`src/cgen_pkg.sv`:
```
// Shared constants and types for the CPU clock generator.
package cgen_pkg;
  // Register byte offsets on the Avalon-MM slave.
  localparam logic [3:0] OFS_SYS_CONFIG = 4'h0;
  localparam logic [3:0] OFS_STATUS = 4'h4;
  // Field positions.
  localparam int OSC_WDT_DIS_POS = 4;
  localparam int ST_MODE_LSB = 0;
  localparam int ST_BACKUP_POS = 3;
  localparam int ST_OSC_IRQ_POS = 4;
  localparam int ST_UNLOCK_IRQ_POS = 5;
  localparam int ST_PLL_ON_POS = 6;
  // Reset values.
  localparam logic OSC_WDT_DIS_RESET = 1'b0;
  localparam logic [31:0] READDATA_RESET = 32'h0000_0000;
  // Strap codes.
  localparam logic [2:0] STRAP_X4 = 3'h7;
  localparam logic [2:0] STRAP_X3 = 3'h6;
  localparam logic [2:0] STRAP_X8 = 3'h5;
  localparam logic [2:0] STRAP_X5 = 3'h4;
  localparam logic [2:0] STRAP_DIRECT = 3'h3;
  localparam logic [2:0] STRAP_X10 = 3'h2;
  localparam logic [2:0] STRAP_PRESC = 3'h1;
  localparam logic [2:0] STRAP_X16 = 3'h0;
  localparam logic [2:0] STRAP_DEFAULT = STRAP_X4;
  // Timing counts in reference clock cycles, except WDT_OVF_LAST in free-running PLL ticks.
  localparam logic [3:0] WDT_OVF_LAST = 4'hf;
  localparam int FREE_HALF_DIV = 4;
  localparam int LOCK_TIMEOUT = 1024;
  localparam int PERIOD_W = 16;
  localparam logic [15:0] PERIOD_RESET = 16'h0028;

  typedef enum logic [2:0] {ST_STRAP, ST_DIRECT, ST_PRESC, ST_PLL, ST_BACKUP} src_state_t;

  // Multiplication factor of a PLL strap code.
  function automatic logic [4:0] pll_factor(input logic [2:0] code);
    logic [4:0] f;
    f = 5'h04;
    unique case (code)
      STRAP_X3: f = 5'h03;
      STRAP_X8: f = 5'h08;
      STRAP_X5: f = 5'h05;
      STRAP_X10: f = 5'h0a;
      STRAP_X16: f = 5'h10;
      STRAP_X4, STRAP_DIRECT, STRAP_PRESC: f = 5'h04;
    endcase
    return f;
  endfunction
endpackage

```
`src/clk_sync.sv`:
```
// Two-stage synchroniser for asynchronous pins.
`timescale 1ns/100ps
`default_nettype none
module clk_sync #(
  parameter int WIDTH = 1
) (
  input wire logic i_ref_clk,
  input wire logic [WIDTH-1:0] i_async,
  output logic [WIDTH-1:0] o_sync
);
  logic [WIDTH-1:0] stage1;

  // No reset, so the straps are sampled while the reset is still held.
  always_ff @(posedge i_ref_clk) begin
    stage1 <= i_async;
    o_sync <= stage1;
  end
endmodule
`default_nettype wire

```
`src/cpu_clock_generator.sv`:
```
// CPU clock generator with strap-selected mode and oscillator watchdog.
// Operation
// - Strap pins sampled during reset pick the clock mode until next reset.
// - Codes 111 x4 default, 110 x3, 101 x8, 100 x5, 010 x10, 011 x1, 001 /2.
// - Code 001 divides the input clock by two for the CPU clock.
// - Prescaler high and low phases each last one input period.
// - Code 011 bypasses amplifier, CPU clock follows input; PLL stays on only for the watchdog.
// - Direct drive phases follow input duty; two phases equal one period.
// - Other codes run the PLL giving input frequency times factor.
// - PLL resynchronises every F-th input transition, gradually, no frequency step.
// - Both CPU clock edges are events; interval between edges is basic unit.
// - Watchdog on after reset; system config bit 4 disables it.
// - Watchdog works only in direct drive and prescaler modes.
// - Free-running PLL clock increments counter; input transitions clear it.
// - Sixteen PLL cycles without input transition means clock failure.
// - On failure switch CPU clock to backup and raise watchdog interrupt.
// - Backup clock kept until reset even if input clock returns.
// - Watchdog disabled in direct or prescaler mode: input clock, PLL off.
// - PLL unlock raises interrupt, disconnects reference, PLL free-runs as backup.
`timescale 1ns/100ps
`default_nettype none
module cpu_clock_generator #(
  parameter int FREE_DIV = cgen_pkg::FREE_HALF_DIV,
  parameter int LOCK_LIMIT = cgen_pkg::LOCK_TIMEOUT
) (
  input wire logic i_ref_clk,
  input wire logic i_resetn,
  input wire logic i_clock_input_pin,
  input wire logic [2:0] i_clock_mode_strap_pins,
  input wire logic [3:0] i_address,
  input wire logic i_read,
  input wire logic i_write,
  input wire logic [31:0] i_writedata,
  input wire logic [3:0] i_byteenable,
  output logic [31:0] o_readdata,
  output logic o_waitrequest,
  output logic o_cpu_clk,
  output logic o_half_clock_interval,
  output logic o_pll_enable,
  output logic o_osc_amp_bypass,
  output logic o_backup_clock_active,
  output logic o_osc_watchdog_irq,
  output logic o_pll_unlock_irq
);
  localparam int PW = cgen_pkg::PERIOD_W;
  localparam logic [PW-1:0] PER_MAX = {PW{1'b1}};
  localparam logic [PW-1:0] LOCK_CNT = PW'(LOCK_LIMIT);
  localparam logic [7:0] FREE_LAST = 8'(FREE_DIV - 1);

  logic in_s;
  logic in_d;
  logic in_rise;
  logic in_edge;
  logic [2:0] strap_s;
  logic [2:0] clock_mode_strap_bits;
  cgen_pkg::src_state_t src;
  logic osc_watchdog_disable_bit;
  logic wdt_on;
  logic [3:0] wdt_cnt;
  logic osc_fail;
  logic pll_unlock;
  logic switch_req;
  logic [7:0] free_div;
  logic free_tick;
  logic [PW-1:0] per_cnt;
  logic [PW-1:0] est;
  logic est_valid;
  logic [4:0] trans_cnt;
  logic [4:0] factor;
  logic [PW-1:0] step;
  logic [PW-1:0] acc;
  logic [PW:0] acc_sum;
  logic nco_tick;
  logic next_cpu;
  logic bus_done;
  logic wr_config;
  logic wr_status;
  logic [31:0] status_word;

  clk_sync #(.WIDTH(1)) u_in_sync (
    .i_ref_clk(i_ref_clk),
    .i_async(i_clock_input_pin),
    .o_sync(in_s)
  );

  clk_sync #(.WIDTH(3)) u_strap_sync (
    .i_ref_clk(i_ref_clk),
    .i_async(i_clock_mode_strap_pins),
    .o_sync(strap_s)
  );

  always_ff @(posedge i_ref_clk or negedge i_resetn) begin
    if (!i_resetn) begin
      in_d <= 1'b0;
    end else begin
      in_d <= in_s;
    end
  end

  assign in_rise = in_s & ~in_d;
  assign in_edge = in_s ^ in_d;
  assign factor = cgen_pkg::pll_factor(clock_mode_strap_bits);
  assign step = PW'({factor, 1'b0});
  assign switch_req = osc_fail | pll_unlock;

  // Mode is taken from the synchronised straps once, in the first cycle after release.
  always_ff @(posedge i_ref_clk or negedge i_resetn) begin
    if (!i_resetn) begin
      clock_mode_strap_bits <= cgen_pkg::STRAP_DEFAULT;
    end else if (src == cgen_pkg::ST_STRAP) begin
      clock_mode_strap_bits <= strap_s;
    end
  end

  // Source selection; backup is entered only while the CPU clock is low.
  always_ff @(posedge i_ref_clk or negedge i_resetn) begin
    if (!i_resetn) begin
      src <= cgen_pkg::ST_STRAP;
    end else begin
      unique case (src)
        cgen_pkg::ST_STRAP: begin
          if (strap_s == cgen_pkg::STRAP_DIRECT) begin
            src <= cgen_pkg::ST_DIRECT;
          end else if (strap_s == cgen_pkg::STRAP_PRESC) begin
            src <= cgen_pkg::ST_PRESC;
          end else begin
            src <= cgen_pkg::ST_PLL;
          end
        end
        cgen_pkg::ST_DIRECT, cgen_pkg::ST_PRESC, cgen_pkg::ST_PLL: begin
          if (switch_req && !o_cpu_clk) begin
            src <= cgen_pkg::ST_BACKUP;
          end
        end
        cgen_pkg::ST_BACKUP: src <= cgen_pkg::ST_BACKUP;
      endcase
    end
  end

  // Free-running PLL clock, modelled as an enable pulse while the PLL is powered.
  always_ff @(posedge i_ref_clk or negedge i_resetn) begin
    if (!i_resetn) begin
      free_div <= 8'h00;
      free_tick <= 1'b0;
    end else if (!o_pll_enable) begin
      free_div <= 8'h00;
      free_tick <= 1'b0;
    end else begin
      free_tick <= (free_div == FREE_LAST);
      free_div <= (free_div == FREE_LAST) ? 8'h00 : free_div + 8'h01;
    end
  end

  assign wdt_on = !osc_watchdog_disable_bit && !osc_fail
    && (src == cgen_pkg::ST_DIRECT || src == cgen_pkg::ST_PRESC);

  // Oscillator watchdog counter and sticky failure.
  always_ff @(posedge i_ref_clk or negedge i_resetn) begin
    if (!i_resetn) begin
      wdt_cnt <= 4'h0;
      osc_fail <= 1'b0;
    end else if (!wdt_on) begin
      wdt_cnt <= 4'h0;
    end else if (in_edge) begin
      wdt_cnt <= 4'h0;
    end else if (free_tick) begin
      if (wdt_cnt == cgen_pkg::WDT_OVF_LAST) begin
        osc_fail <= 1'b1;
      end else begin
        wdt_cnt <= wdt_cnt + 4'h1;
      end
    end
  end

  // Input period measurement and loss-of-lock detection in PLL mode.
  always_ff @(posedge i_ref_clk or negedge i_resetn) begin
    if (!i_resetn) begin
      per_cnt <= '0;
      pll_unlock <= 1'b0;
    end else begin
      if (in_rise) begin
        per_cnt <= PW'(1);
      end else if (per_cnt != PER_MAX) begin
        per_cnt <= per_cnt + PW'(1);
      end
      if (src == cgen_pkg::ST_PLL && per_cnt >= LOCK_CNT) begin
        pll_unlock <= 1'b1;
      end
    end
  end

  // Period estimate: first period loads directly, later ones nudge by one every F-th transition.
  always_ff @(posedge i_ref_clk or negedge i_resetn) begin
    if (!i_resetn) begin
      est <= cgen_pkg::PERIOD_RESET;
      est_valid <= 1'b0;
      trans_cnt <= 5'h00;
    end else if (src == cgen_pkg::ST_PLL && !pll_unlock && in_edge) begin
      trans_cnt <= (trans_cnt + 5'h01 >= factor) ? 5'h00 : trans_cnt + 5'h01;
      if (in_rise && !est_valid && per_cnt != PER_MAX && per_cnt >= step) begin
        est <= per_cnt;
        est_valid <= 1'b1;
      end else if (trans_cnt + 5'h01 >= factor && est_valid) begin
        if (per_cnt > est && est != PER_MAX) begin
          est <= est + PW'(1);
        end else if (per_cnt < est && in_rise && est > step) begin
          est <= est - PW'(1);
        end
      end
    end
  end

  // Accumulator yields 2F CPU clock edges per estimated input period.
  assign acc_sum = {1'b0, acc} + {1'b0, step};
  assign nco_tick = (acc_sum >= {1'b0, est});

  always_ff @(posedge i_ref_clk or negedge i_resetn) begin
    if (!i_resetn) begin
      acc <= '0;
    end else if (src != cgen_pkg::ST_PLL) begin
      acc <= '0;
    end else if (nco_tick) begin
      acc <= PW'(acc_sum - {1'b0, est});
    end else begin
      acc <= acc_sum[PW-1:0];
    end
  end

  // CPU clock: a pending switch may only stretch a high phase until a backup tick.
  always_comb begin
    next_cpu = o_cpu_clk;
    unique case (src)
      cgen_pkg::ST_STRAP: next_cpu = 1'b0;
      cgen_pkg::ST_DIRECT: begin
        if (switch_req) begin
          next_cpu = o_cpu_clk && !free_tick;
        end else begin
          next_cpu = in_s;
        end
      end
      cgen_pkg::ST_PRESC: begin
        if (switch_req) begin
          next_cpu = o_cpu_clk && !free_tick;
        end else if (in_rise) begin
          next_cpu = !o_cpu_clk;
        end
      end
      cgen_pkg::ST_PLL: begin
        if (switch_req) begin
          next_cpu = o_cpu_clk && !free_tick;
        end else if (nco_tick) begin
          next_cpu = !o_cpu_clk;
        end
      end
      cgen_pkg::ST_BACKUP: begin
        if (free_tick) begin
          next_cpu = !o_cpu_clk;
        end
      end
    endcase
  end

  always_ff @(posedge i_ref_clk or negedge i_resetn) begin
    if (!i_resetn) begin
      o_cpu_clk <= 1'b0;
      o_half_clock_interval <= 1'b0;
    end else begin
      o_cpu_clk <= next_cpu;
      o_half_clock_interval <= (next_cpu != o_cpu_clk);
    end
  end

  // Analog control outputs.
  always_ff @(posedge i_ref_clk or negedge i_resetn) begin
    if (!i_resetn) begin
      o_pll_enable <= 1'b0;
      o_osc_amp_bypass <= 1'b0;
      o_backup_clock_active <= 1'b0;
    end else begin
      o_pll_enable <= (src == cgen_pkg::ST_PLL) || (src == cgen_pkg::ST_BACKUP)
        || wdt_on || switch_req;
      o_osc_amp_bypass <= (src == cgen_pkg::ST_DIRECT);
      o_backup_clock_active <= (src == cgen_pkg::ST_BACKUP);
    end
  end

  // Avalon-MM slave: one wait cycle on every access.
  assign bus_done = (i_read || i_write) && !o_waitrequest;
  assign wr_config = i_write && !o_waitrequest && i_byteenable[0] && i_address == cgen_pkg::OFS_SYS_CONFIG;
  assign wr_status = i_write && !o_waitrequest && i_byteenable[0] && i_address == cgen_pkg::OFS_STATUS;

  always_comb begin
    status_word = 32'h0000_0000;
    status_word[cgen_pkg::ST_MODE_LSB +: 3] = clock_mode_strap_bits;
    status_word[cgen_pkg::ST_BACKUP_POS] = o_backup_clock_active;
    status_word[cgen_pkg::ST_OSC_IRQ_POS] = o_osc_watchdog_irq;
    status_word[cgen_pkg::ST_UNLOCK_IRQ_POS] = o_pll_unlock_irq;
    status_word[cgen_pkg::ST_PLL_ON_POS] = o_pll_enable;
  end

  always_ff @(posedge i_ref_clk or negedge i_resetn) begin
    if (!i_resetn) begin
      o_waitrequest <= 1'b1;
      o_readdata <= cgen_pkg::READDATA_RESET;
    end else if ((i_read || i_write) && o_waitrequest) begin
      o_waitrequest <= 1'b0;
      if (i_read && i_address == cgen_pkg::OFS_SYS_CONFIG) begin
        o_readdata <= 32'(osc_watchdog_disable_bit) << cgen_pkg::OSC_WDT_DIS_POS;
      end else if (i_read && i_address == cgen_pkg::OFS_STATUS) begin
        o_readdata <= status_word;
      end else begin
        o_readdata <= 32'h0000_0000;
      end
    end else begin
      o_waitrequest <= 1'b1;
    end
  end

  always_ff @(posedge i_ref_clk or negedge i_resetn) begin
    if (!i_resetn) begin
      osc_watchdog_disable_bit <= cgen_pkg::OSC_WDT_DIS_RESET;
    end else if (wr_config) begin
      osc_watchdog_disable_bit <= i_writedata[cgen_pkg::OSC_WDT_DIS_POS];
    end
  end

  // Interrupt flags: the hardware set wins over a write-one clear.
  always_ff @(posedge i_ref_clk or negedge i_resetn) begin
    if (!i_resetn) begin
      o_osc_watchdog_irq <= 1'b0;
      o_pll_unlock_irq <= 1'b0;
    end else begin
      if (wdt_on && !in_edge && free_tick && wdt_cnt == cgen_pkg::WDT_OVF_LAST) begin
        o_osc_watchdog_irq <= 1'b1;
      end else if (wr_status && i_writedata[cgen_pkg::ST_OSC_IRQ_POS]) begin
        o_osc_watchdog_irq <= 1'b0;
      end
      if (src == cgen_pkg::ST_PLL && per_cnt >= LOCK_CNT && !pll_unlock) begin
        o_pll_unlock_irq <= 1'b1;
      end else if (wr_status && i_writedata[cgen_pkg::ST_UNLOCK_IRQ_POS]) begin
        o_pll_unlock_irq <= 1'b0;
      end
    end
  end

  AST_MODE_HELD: assert property (@(posedge i_ref_clk) disable iff (!i_resetn)
    (src != cgen_pkg::ST_STRAP) |=> $stable(clock_mode_strap_bits))
    else $error("Clock mode changed after capture.");

  AST_PRESC_TOGGLE: assert property (@(posedge i_ref_clk) disable iff (!i_resetn)
    (src == cgen_pkg::ST_PRESC && !switch_req && in_rise) |=> (o_cpu_clk != $past(o_cpu_clk)))
    else $error("Prescaler did not toggle on input rise.");

  AST_DIRECT_FOLLOW: assert property (@(posedge i_ref_clk) disable iff (!i_resetn)
    (src == cgen_pkg::ST_DIRECT && !switch_req) |=> (o_cpu_clk == $past(in_s)))
    else $error("Direct drive clock does not follow input.");

  AST_WDT_OVERFLOW: assert property (@(posedge i_ref_clk) disable iff (!i_resetn)
    (wdt_on && wdt_cnt == cgen_pkg::WDT_OVF_LAST && free_tick && !in_edge) |=> (osc_fail && o_osc_watchdog_irq))
    else $error("Watchdog overflow did not flag failure.");

  AST_WDT_CLEAR: assert property (@(posedge i_ref_clk) disable iff (!i_resetn)
    (wdt_on && in_edge) |=> (wdt_cnt == 4'h0))
    else $error("Input transition did not clear watchdog counter.");

  AST_BACKUP_STICKY: assert property (@(posedge i_ref_clk) disable iff (!i_resetn)
    (src == cgen_pkg::ST_BACKUP) |=> (src == cgen_pkg::ST_BACKUP) [*8])
    else $error("Backup clock source was left.");

  AST_PLL_OFF: assert property (@(posedge i_ref_clk) disable iff (!i_resetn)
    (osc_watchdog_disable_bit && !switch_req
      && (src == cgen_pkg::ST_DIRECT || src == cgen_pkg::ST_PRESC)) |=> !o_pll_enable)
    else $error("PLL powered while watchdog disabled.");

  AST_SWITCH_LOW: assert property (@(posedge i_ref_clk) disable iff (!i_resetn)
    (src != cgen_pkg::ST_BACKUP ##1 src == cgen_pkg::ST_BACKUP) |-> !$past(o_cpu_clk))
    else $error("Source switched while CPU clock high.");

  AST_FAIL_SWITCH: assert property (@(posedge i_ref_clk) disable iff (!i_resetn)
    ($rose(osc_fail) && !o_cpu_clk) |=> (src == cgen_pkg::ST_BACKUP))
    else $error("Failure did not switch to backup clock.");

  AST_BUS_ONE_WAIT: assert property (@(posedge i_ref_clk) disable iff (!i_resetn)
    ((i_read || i_write) && o_waitrequest) |=> !o_waitrequest ##1 o_waitrequest)
    else $error("Bus answer not one cycle after request.");
endmodule
`default_nettype wire

```
`config.mk`:
```
export PLATFORM = sky130hd
export DESIGN_NAME = cpu_clock_generator
export DESIGN_NICKNAME = d
export VERILOG_FILES = /design/src/cgen_pkg.sv /design/src/clk_sync.sv /design/src/cpu_clock_generator.sv
export SDC_FILE = /design/constraint.sdc
export NUM_CORES = 1
export LEC_CHECK = 0
export BUFFER_PORTS_ARGS = -buffer_cell sky130_fd_sc_hd__buf_2
export CELL_PAD_IN_SITES_DETAIL_PLACEMENT = 1
export CELL_PAD_IN_SITES_GLOBAL_PLACEMENT = 2
export CORE_UTILIZATION = 37
export DETAILED_ROUTE_END_ITERATION = 16
export PLACE_DENSITY_LB_ADDON = 0.1
export SLEW_MARGIN = 5
export SYNTH_ARGS = -nofsm -noshare
export SYNTH_HDL_FRONTEND = slang
export SYNTH_SLANG_ARGS = --single-unit
```
`constraint.sdc`:
```
create_clock -name i_ref_clk -period 5.8 [get_ports i_ref_clk]
set_input_delay 0.29 -clock i_ref_clk [delete_from_list [all_inputs] [get_ports i_ref_clk]]
set_output_delay 0.29 -clock i_ref_clk [all_outputs]
set_load 0.01 [all_outputs]
```
==> impl_results.html, run 1 <==
<table>
<tr><th>Metric</th><th>Value</th></tr>
<tr><th colspan="2">Yosys</th></tr>
<tr><td>Library cell occupying the most area in the post-synthesis netlist</td><td>sky130_fd_sc_hd__dfrtp_1</td></tr>
<tr><td>Area share of the largest cell type after synthesis</td><td>0.291</td></tr>
<tr><td>Post-synthesis sequential element count</td><td>100</td></tr>
<tr><td>Fraction of synthesized area in multiplexers</td><td>0.0437</td></tr>
<tr><td>Main combinational cell family by area after synthesis</td><td>simple AND/OR/NAND/NOR gates</td></tr>
<tr><td>Most frequent cells after synthesis</td><td>sky130_fd_sc_hd__dfrtp_1, sky130_fd_sc_hd__ha_1, sky130_fd_sc_hd__nor2_1</td></tr>
<tr><td>Leading cell type by number of instances after synthesis</td><td>sky130_fd_sc_hd__dfrtp_1</td></tr>
<tr><td>Share of flip-flops with an asynchronous set or reset after synthesis</td><td>0.920</td></tr>
<tr><td>Yosys cell types</td><td>72</td></tr>
<tr><td>Adder-Cell Fraction of Synth Area</td><td>0.137</td></tr>
<tr><td>Count of synthesis-stage warnings from yosys</td><td>0</td></tr>
<tr><td>Fraction of the mapped netlist area in compound gates</td><td>0.169</td></tr>
<tr><td>Summed instance area of the synthesized netlist</td><td>7390 um2</td></tr>
<tr><td>Post-Syn Instances</td><td>a little over 800</td></tr>
<tr><td>Mean post-synth cell area</td><td>around 9 um2</td></tr>
<tr><td>Synthesized-area fraction occupied by and/or/nand/nor cells</td><td>0.186</td></tr>
<tr><td>Most used DFF post-synth</td><td>sky130_fd_sc_hd__dfrtp_1</td></tr>
<tr><td>XOR/XNOR Fraction of Synth Area</td><td>0.0711</td></tr>
<tr><td>Share of synthesized area occupied by flip-flops and latches</td><td>0.334</td></tr>
<tr><td>Biggest area contributors in the synthesized netlist</td><td>sky130_fd_sc_hd__dfrtp_1, sky130_fd_sc_hd__ha_1, sky130_fd_sc_hd__xnor2_1, sky130_fd_sc_hd__mux2i_1, sky130_fd_sc_hd__nor2_1</td></tr>
<tr><td>Post-synth EDFFs</td><td>0</td></tr>
<tr><th colspan="2">GRT</th></tr>
<tr><td>Gr ovfl total</td><td>0</td></tr>
<tr><td>All-Layer GR Usage</td><td>0.215</td></tr>
<tr><td>Largest net degree at the start of global routing</td><td>49</td></tr>
<tr><td>Via count of the first global-routing pass</td><td>around 6,600</td></tr>
<tr><td>Antenna violations before repair</td><td>0</td></tr>
<tr><td>Wire length of the first global-routing pass</td><td>approximately 34,000 um</td></tr>
<tr><th colspan="2">Drt</th></tr>
<tr><td>Met2 Wirelength</td><td>~10,000 um</td></tr>
<tr><td>1st-iter DRT viols</td><td>204</td></tr>
<tr><td>Total routed wirelength</td><td>about 21,000 um</td></tr>
<tr><td>Remaining antenna violation count</td><td>0</td></tr>
<tr><td>DRC errors left</td><td>0</td></tr>
<tr><td>Via count</td><td>around 6,000</td></tr>
<tr><td>Drt wl/cell</td><td>18.9 um</td></tr>
<tr><td>First-pass detailed-route iteration total</td><td>4</td></tr>
<tr><td>Met3 WL</td><td>between 500 and 600 um</td></tr>
<tr><td>Number of vias per cell</td><td>5.50</td></tr>
<tr><td>Met1 layer wirelength in the final routing</td><td>9950 um</td></tr>
<tr><td>Top sig layer</td><td>met4</td></tr>
<tr><th colspan="2">STA</th></tr>
<tr><td>Transition time at the pin with the least slew margin</td><td>0.794 ns</td></tr>
<tr><td>Final Hold Vio Count</td><td>0</td></tr>
<tr><td>Minimum clock period after layout</td><td>a little under 5 ns</td></tr>
<tr><td>Timing-limited maximum frequency</td><td>202 MHz</td></tr>
<tr><td>RSZ-0062 raised after global routing</td><td>no</td></tr>
<tr><td>Final critical-path share of the clock period</td><td>0.854</td></tr>
<tr><td>Clk_skew</td><td>0.0110 ns</td></tr>
<tr><td>Worst rel slew slack</td><td>0.471</td></tr>
<tr><td>Summed negative setup slack over all endpoints</td><td>0 ns</td></tr>
<tr><td>Final setup violation count</td><td>0</td></tr>
<tr><td>Final worst-path setup slack</td><td>approximately 0.85 ns</td></tr>
<tr><td>Final Max Tran Viols</td><td>0</td></tr>
<tr><th colspan="2">CTS</th></tr>
<tr><td>TritonCTS clock tree</td><td>done</td></tr>
<tr><td>Number of buffers between clock root and the deepest sink</td><td>2</td></tr>
<tr><td>Post-CTS setup repair buffer count</td><td>0</td></tr>
<tr><td>Clock latency at the later pin of the worst-skew pair</td><td>0.36 ns</td></tr>
<tr><td>Clock Root Buffer</td><td>sky130_fd_sc_hd__clkbuf_16</td></tr>
<tr><td>Number of resized instances in the post-cts repair step</td><td>0</td></tr>
<tr><td>Depth of the CTS H-tree</td><td>3</td></tr>
<tr><td>Num CTS Buffers</td><td>9</td></tr>
<tr><td>Clock-pin slew of the registers on the worst-case setup and hold paths</td><td>roughly 0.080 ns</td></tr>
<tr><td>Clock sink count</td><td>100</td></tr>
<tr><th colspan="2">Layout</th></tr>
<tr><td>Fill cells</td><td>2,314</td></tr>
<tr><td>Diodes inserted</td><td>0</td></tr>
<tr><td>Layout overhead on the synthesized area</td><td>9.56%</td></tr>
<tr><td>Multi-input logic area</td><td>4570 um2</td></tr>
<tr><td>Layout cell share with drive strength beyond 1</td><td>0.0885</td></tr>
<tr><td>Fin nets</td><td>970</td></tr>
<tr><td>Area taken by flip-flops and latches</td><td>roughly 2500 um2</td></tr>
<tr><th colspan="2">Critical path</th></tr>
<tr><td>Type of element launching the critical path</td><td>flip-flop</td></tr>
<tr><td>Required time worst endpoint</td><td>6.03 ns</td></tr>
<tr><td>Worst Path Class, Setup</td><td>reg2reg</td></tr>
<tr><td>Setup crit end kind</td><td>flip-flop</td></tr>
<tr><td>Top fanout value on the critical path</td><td>9</td></tr>
<tr><td>Critical path arrival</td><td>~5.2 ns</td></tr>
<tr><th colspan="2">Die</th></tr>
<tr><td>Die outline area</td><td>20,500 um2</td></tr>
<tr><td>Initial cell density of the core</td><td>0.379</td></tr>
<tr><td>Die Y-Extent</td><td>~140 um</td></tr>
<tr><td>Num rows</td><td>51</td></tr>
<tr><td>Die Wd</td><td>around 140 um</td></tr>
<tr><td>Placeable Area</td><td>19,500 um2</td></tr>
<tr><td>IO Pins</td><td>88</td></tr>
<tr><th colspan="2">Min path</th></tr>
<tr><td>Type of the most critical hold path</td><td>in2reg</td></tr>
<tr><th colspan="2">Job</th></tr>
<tr><td>Number of maximum-capacitance violations</td><td>0</td></tr>
<tr><th colspan="2">Run status</th></tr>
<tr><td>Outcome</td><td>completed</td></tr>
<tr><th colspan="2">Pwr</th></tr>
<tr><td>Leakage Power</td><td>around 0.0038 uW</td></tr>
<tr><td>Power per standard cell area</td><td>approximately 430 nW/um2</td></tr>
<tr><td>Highest ir drop seen on vdd</td><td>~0.25 mV</td></tr>
<tr><th colspan="2">Place</th></tr>
<tr><td>Detailed placer's ending HPWL</td><td>approximately 17,000 um</td></tr>
<tr><td>Number of buffers added on ports</td><td>29</td></tr>
<tr><td>Placer Congestion</td><td>0.814</td></tr>
<tr><td>Worst Setup Slack post-DPL</td><td>between 0.8 and 0.9 ns</td></tr>
</table>
==> stage by stage <==
step / power, uW / util / hold slack (ns) / cells / area [um2]
after global routing: 3820 / 0.415 / 0.0157 / 1112 / 8100
final: 3520 / 0.415 / 0.0341 / 1112 / 8100
after global placement: 2820 / 0.400 / 0.312 / 1096 / 7800
after floorplan: 2430 / - / -0.00559 / 830 / 7480
after detailed placement: 2930 / 0.400 / 0.316 / 1096 / 7800
after CTS: 3550 / 0.415 / 0.0166 / 1112 / 8100
==> sequential cells by signal, indices dropped and copies added, names as in the netlist, 3 cells and up <==
name / count
acc: 16
clock_mode_strap_bits: 3
est: 16
free_div: 8
o_readdata: 7
per_cnt: 16
src: 3
trans_cnt: 5
u_strap_sync.o_sync: 3
u_strap_sync.stage1: 3
wdt_cnt: 4
==> where the power goes <==
part,switching (uW),total (uW),internal [uW]
logic,1170,2020,858
registers,87.3,894,806
clock network,301,601,300
==> final cells by class <==
| class | instances | area share |
|---|---|---|
| clock inverter | 6 | 0.00726 |
| tap | 265 | 0.0409 |
| multi-input combinational | 644 | 0.565 |
| clock buffer | 9 | 0.0278 |
| sequential | 100 | 0.305 |
| timing repair buffer | 47 | 0.0352 |
| inverter | 41 | 0.0190 |
==> layout by cell type, fill, tap and decap left out, types with 30 or more instances in the layout <==
master | synthesis | routed
sky130_fd_sc_hd__nand3_1 | 30 | 30
sky130_fd_sc_hd__ha_1 | 76 | 76
sky130_fd_sc_hd__mux2i_1 | 30 | 30
sky130_fd_sc_hd__nor2_1 | 65 | 65
sky130_fd_sc_hd__xnor2_1 | 38 | 38
sky130_fd_sc_hd__inv_1 | 41 | 41
sky130_fd_sc_hd__dfrtp_1 | 86 | 86
sky130_fd_sc_hd__o21ai_0 | 33 | 33
sky130_fd_sc_hd__a21oi_1 | 36 | 36
sky130_fd_sc_hd__nand2_1 | 52 | 52
==> metal layers <==
metal	global-route usage	up-vias
li1	-	2946
met1	0.270	3057
met2	0.365	88
met3	0.0377	25
met4	0.0845	0
met5	0	-
==> what timing repair did <==
item	in CTS	in global routing
hold buffers	1	0
endpoints found under the hold margin	42	0
endpoints found under the setup margin	0	0
==> worst paths after layout <==
| kind | slack (ns) | end | from | cells past startpoint |
|---|---|---|---|---|
| max | 0.85 | est[15]$_DFFE_PN0P_ | est[12]$_DFFE_PN0P_ | 15 |
| min | 0.03 | u_strap_sync.stage1[2]$_DFF_P_ | i_clock_mode_strap_pins[2] | 1 |
| max in group asynchronous | 4.22 | src[1]$_DFFE_PN0P_ | i_resetn | 3 |
| min in group asynchronous | 0.48 | free_div[2]$_DFF_PN0_ | i_resetn | 2 |
| min reg2reg | 0.33 | u_in_sync.o_sync$_DFF_P_ | u_in_sync.stage1$_DFF_P_ | 0 |
| max reg2reg | 0.85 | est[15]$_DFFE_PN0P_ | est[12]$_DFFE_PN0P_ | 15 |
==> critical path: stages, from the launching register on <==
cell and delay [ns]:
sky130_fd_sc_hd__dfrtp_1 0.47, sky130_fd_sc_hd__inv_1 0.17, sky130_fd_sc_hd__ha_1 0.33, sky130_fd_sc_hd__nand4_1 0.15, sky130_fd_sc_hd__or2_0 0.26, sky130_fd_sc_hd__a311oi_1 0.35, sky130_fd_sc_hd__o211a_1 0.26, sky130_fd_sc_hd__inv_1 0.22
sky130_fd_sc_hd__ha_1 0.44, sky130_fd_sc_hd__o21ai_0 0.13, sky130_fd_sc_hd__o21ai_0 0.37, sky130_fd_sc_hd__and4_1 0.30, sky130_fd_sc_hd__o21ai_0 0.11, sky130_fd_sc_hd__o311ai_0 0.57, sky130_fd_sc_hd__a2111oi_0 0.16, sky130_fd_sc_hd__or4b_1 0.55
==> kinds of logic after synthesis <==
| kind of cell | Yosys count |
|---|---|
| AND/OR/NAND/NOR | 268 |
| AO/OA/AOI/OAI | 180 |
| buffers and inverters | 86 |
| adder cells (fa/ha/maj) | 79 |
| XOR/XNOR | 60 |
| flip-flops | 100 |
| multiplexers | 32 |
| other | 1 |
Note: power is estimated with default switching activity, not from simulation.
==> run 2, diff against run 1 <==
Settings changed: BUFFER_PORTS_ARGS -buffer_cell sky130_fd_sc_hd__buf_2 to -buffer_cell sky130_fd_sc_hd__clkbuf_2.
==> impl_results.html, run 2 (synthesis gave the netlist of run 1 again) <==
<table>
<tr><th>Metric</th><th>Value</th></tr>
<tr><th colspan="2">Run status</th></tr>
<tr><td>Outcome</td><td>completed (unchanged)</td></tr>
<tr><th colspan="2">Die</th></tr>
<tr><td>Die Wd</td><td>143 um (unchanged)</td></tr>
<tr><td>Placeable Area</td><td>19,500 um2 (unchanged)</td></tr>
<tr><td>Num rows</td><td>51 (unchanged)</td></tr>
<tr><td>IO Pins</td><td>88 (unchanged)</td></tr>
<tr><td>Die outline area</td><td>20,500 um2 (unchanged)</td></tr>
<tr><td>Initial cell density of the core</td><td>0.379 (unchanged)</td></tr>
<tr><td>Die Y-Extent</td><td>143 um (unchanged)</td></tr>
<tr><th colspan="2">Drt</th></tr>
<tr><td>Drt wl/cell</td><td>18.7 um (was 18.9 um)</td></tr>
<tr><td>DRC errors left</td><td>0 (unchanged)</td></tr>
<tr><td>Remaining antenna violation count</td><td>0 (unchanged)</td></tr>
<tr><td>First-pass detailed-route iteration total</td><td>4 (unchanged)</td></tr>
<tr><td>Via count</td><td>6,046 (was 6,116)</td></tr>
<tr><td>Total routed wirelength</td><td>20,800 um (was 21,100 um)</td></tr>
<tr><td>Number of vias per cell</td><td>5.44 (was 5.50)</td></tr>
<tr><td>1st-iter DRT viols</td><td>240 (was 204)</td></tr>
<tr><th colspan="2">Layout</th></tr>
<tr><td>Most common cell after layout, fill and taps aside</td><td>sky130_fd_sc_hd__dfrtp_1 (unchanged)</td></tr>
<tr><td>Diodes inserted</td><td>0 (unchanged)</td></tr>
<tr><td>Commonest cells after routing, fill and taps aside</td><td>sky130_fd_sc_hd__dfrtp_1, sky130_fd_sc_hd__ha_1, sky130_fd_sc_hd__nor2_1 (unchanged)</td></tr>
<tr><td>Layout cell share with drive strength beyond 1</td><td>0.0885 (unchanged)</td></tr>
<tr><td>Registers with the most flip-flops</td><td>acc x16, est x16, per_cnt x16 (unchanged)</td></tr>
<tr><td>Fin nets</td><td>969 (was 970)</td></tr>
<tr><td>Layout overhead on the synthesized area</td><td>9.45% (was 9.56%)</td></tr>
<tr><th colspan="2">STA</th></tr>
<tr><td>Final critical-path share of the clock period</td><td>0.874 (was 0.854)</td></tr>
<tr><td>Final setup violation count</td><td>0 (unchanged)</td></tr>
<tr><td>Worst rel slew slack</td><td>0.462 (was 0.471)</td></tr>
<tr><td>Minimum clock period after layout</td><td>5.07 ns (was 4.95 ns)</td></tr>
<tr><td>Clk_skew</td><td>0.00885 ns (was 0.0110 ns)</td></tr>
<tr><td>Post-route worst hold slack</td><td>0.0291 ns (was 0.0341 ns)</td></tr>
<tr><td>Summed negative setup slack over all endpoints</td><td>0 ns (unchanged)</td></tr>
<tr><td>Timing-limited maximum frequency</td><td>197 MHz (was 202 MHz)</td></tr>
<tr><td>Transition time at the pin with the least slew margin</td><td>0.805 ns (was 0.794 ns)</td></tr>
<tr><td>RSZ-0062 raised after global routing</td><td>no (unchanged)</td></tr>
<tr><td>Final Max Tran Viols</td><td>0 (unchanged)</td></tr>
<tr><td>Final Hold Vio Count</td><td>0 (unchanged)</td></tr>
<tr><th colspan="2">CTS</th></tr>
<tr><td>Clock-pin slew of the registers on the worst-case setup and hold paths</td><td>0.08 ns (about the same)</td></tr>
<tr><td>Post-CTS setup repair buffer count</td><td>0 (unchanged)</td></tr>
<tr><td>Clock sink count</td><td>100 (unchanged)</td></tr>
<tr><td>Num CTS Buffers</td><td>9 (unchanged)</td></tr>
<tr><td>Number of resized instances in the post-cts repair step</td><td>0 (unchanged)</td></tr>
<tr><td>TritonCTS clock tree</td><td>done (unchanged)</td></tr>
<tr><td>Number of buffers between clock root and the deepest sink</td><td>2 (unchanged)</td></tr>
<tr><td>Depth of the CTS H-tree</td><td>3 (unchanged)</td></tr>
<tr><td>Clock Root Buffer</td><td>sky130_fd_sc_hd__clkbuf_16 (unchanged)</td></tr>
<tr><td>Clock latency at the later pin of the worst-skew pair</td><td>0.36 ns (about the same)</td></tr>
<tr><th colspan="2">Critical path</th></tr>
<tr><td>RR Startpoint</td><td>est[13]$_DFFE_PN0P_ (was est[12]$_DFFE_PN0P_)</td></tr>
<tr><td>Type of element launching the critical path</td><td>flip-flop (unchanged)</td></tr>
<tr><td>Worst Path Class, Setup</td><td>reg2reg (unchanged)</td></tr>
<tr><td>Critical path arrival</td><td>5.29 ns (was 5.18 ns)</td></tr>
<tr><td>Top fanout value on the critical path</td><td>9 (unchanged)</td></tr>
<tr><td>Setup crit end kind</td><td>flip-flop (unchanged)</td></tr>
<tr><td>Required time worst endpoint</td><td>6.02 ns (was 6.03 ns)</td></tr>
<tr><td>Crit path launch</td><td>est[13]$_DFFE_PN0P_ (was est[12]$_DFFE_PN0P_)</td></tr>
<tr><th colspan="2">GRT</th></tr>
<tr><td>Wire length of the first global-routing pass</td><td>33,800 um (about the same)</td></tr>
<tr><td>All-Layer GR Usage</td><td>0.214 (was 0.215)</td></tr>
<tr><td>Antenna violations before repair</td><td>0 (unchanged)</td></tr>
<tr><td>Largest net degree at the start of global routing</td><td>48 (was 49)</td></tr>
<tr><td>Via count of the first global-routing pass</td><td>6,540 (was 6,577)</td></tr>
<tr><td>Gr ovfl total</td><td>0 (unchanged)</td></tr>
<tr><th colspan="2">Pwr</th></tr>
<tr><td>Highest ir drop seen on vdd</td><td>0.302 mV (was 0.248 mV)</td></tr>
<tr><td>PnR Total Power</td><td>3490 uW (was 3520 uW)</td></tr>
<tr><td>Leakage Power</td><td>0.00380 uW (was 0.00381 uW)</td></tr>
<tr><td>Power per standard cell area</td><td>431 nW/um2 (was 434 nW/um2)</td></tr>
<tr><th colspan="2">Job</th></tr>
<tr><td>Number of maximum-capacitance violations</td><td>0 (unchanged)</td></tr>
<tr><th colspan="2">Min path</th></tr>
<tr><td>Type of the most critical hold path</td><td>in2reg (unchanged)</td></tr>
<tr><td>HP Start</td><td>i_clock_mode_strap_pins[2] (unchanged)</td></tr>
<tr><th colspan="2">Place</th></tr>
<tr><td>Placer Congestion</td><td>0.846 (was 0.814)</td></tr>
<tr><td>Detailed placer's ending HPWL</td><td>16,200 um (was 16,500 um)</td></tr>
<tr><td>Number of buffers added on ports</td><td>29 (unchanged)</td></tr>
</table>
## run 2: timing repair
| action | 4_1_cts | 5_1_grt |
|---|---|---|
| endpoints found under the hold margin | 9 | 0 |
| endpoints found under the setup margin | 0 | 0 |
| hold buffers | 1 | 0 |
## run 2: worst max-delay path: stages (launching register included)
cell,delay [ns]
sky130_fd_sc_hd__dfrtp_1,0.44
sky130_fd_sc_hd__inv_1,0.15
sky130_fd_sc_hd__ha_1,0.37
sky130_fd_sc_hd__nand4_1,0.17
sky130_fd_sc_hd__or2_0,0.25
sky130_fd_sc_hd__a311oi_1,0.38
sky130_fd_sc_hd__o211a_1,0.26
sky130_fd_sc_hd__inv_1,0.22
sky130_fd_sc_hd__ha_1,0.44
sky130_fd_sc_hd__o21ai_0,0.13
sky130_fd_sc_hd__o21ai_0,0.35
sky130_fd_sc_hd__and4_1,0.30
sky130_fd_sc_hd__o21ai_0,0.12
sky130_fd_sc_hd__o311ai_0,0.62
sky130_fd_sc_hd__a2111oi_0,0.17
sky130_fd_sc_hd__or4b_1,0.57
## run 2: stage by stage
step / instance area (um2) / instances / worst slack [ns] / utilization
6_report: 8090 / 1112 / 0.732 / 0.414
5_1_grt: 8090 / 1112 / 0.430 / 0.414
4_1_cts: 8090 / 1112 / 0.740 / 0.414
3_5_place_dp: 7800 / 1095 / 0.753 / 0.399
3_3_place_gp: 7800 / 1095 / 0.982 / 0.399
2_1_floorplan: 7480 / 830 / 1.29 / -
## run 2: worst paths after layout
check                                                 end  slack, ns  cells past startpoint
max                                   est[15]$_DFFE_PN0P_       0.73                     15
min                        u_strap_sync.stage1[2]$_DFF_P_       0.03                      1
max reg2reg                           est[15]$_DFFE_PN0P_       0.73                     15
min reg2reg                      u_in_sync.o_sync$_DFF_P_       0.34                      0
max in group asynchronous          per_cnt[5]$_DFFE_PN0P_       4.21                      3
min in group asynchronous           free_div[3]$_DFF_PN0_       0.51                      2
## run 2: area by class of cell
| class | count | area (um2) |
|---|---|---|
| Tap cell | 265 | 332 |
| Multi-Input combinational cell | 644 | 4570 |
| Fill cell | 2308 | 11400 |
| Clock inverter | 7 | 57.6 |
| Sequential cell | 100 | 2470 |
| Timing Repair Buffer | 46 | 278 |
| Clock buffer | 9 | 225 |
| Inverter | 41 | 154 |
## run 2: where the power goes
group          switching [uW]  total, uW  leakage (uW)  internal, uW
clock                     299        597      0.000134           298
combinational            1130       1980       0.00242           849
sequential                104        910       0.00124           806
## run 2: routing by layer
layer	GRT usage	up-vias	wire length, um
met5	0	-	0
met4	0.0633	0	241
met3	0.0203	14	411
met2	0.380	79	10300
met1	0.275	3004	9860
li1	-	2949	-
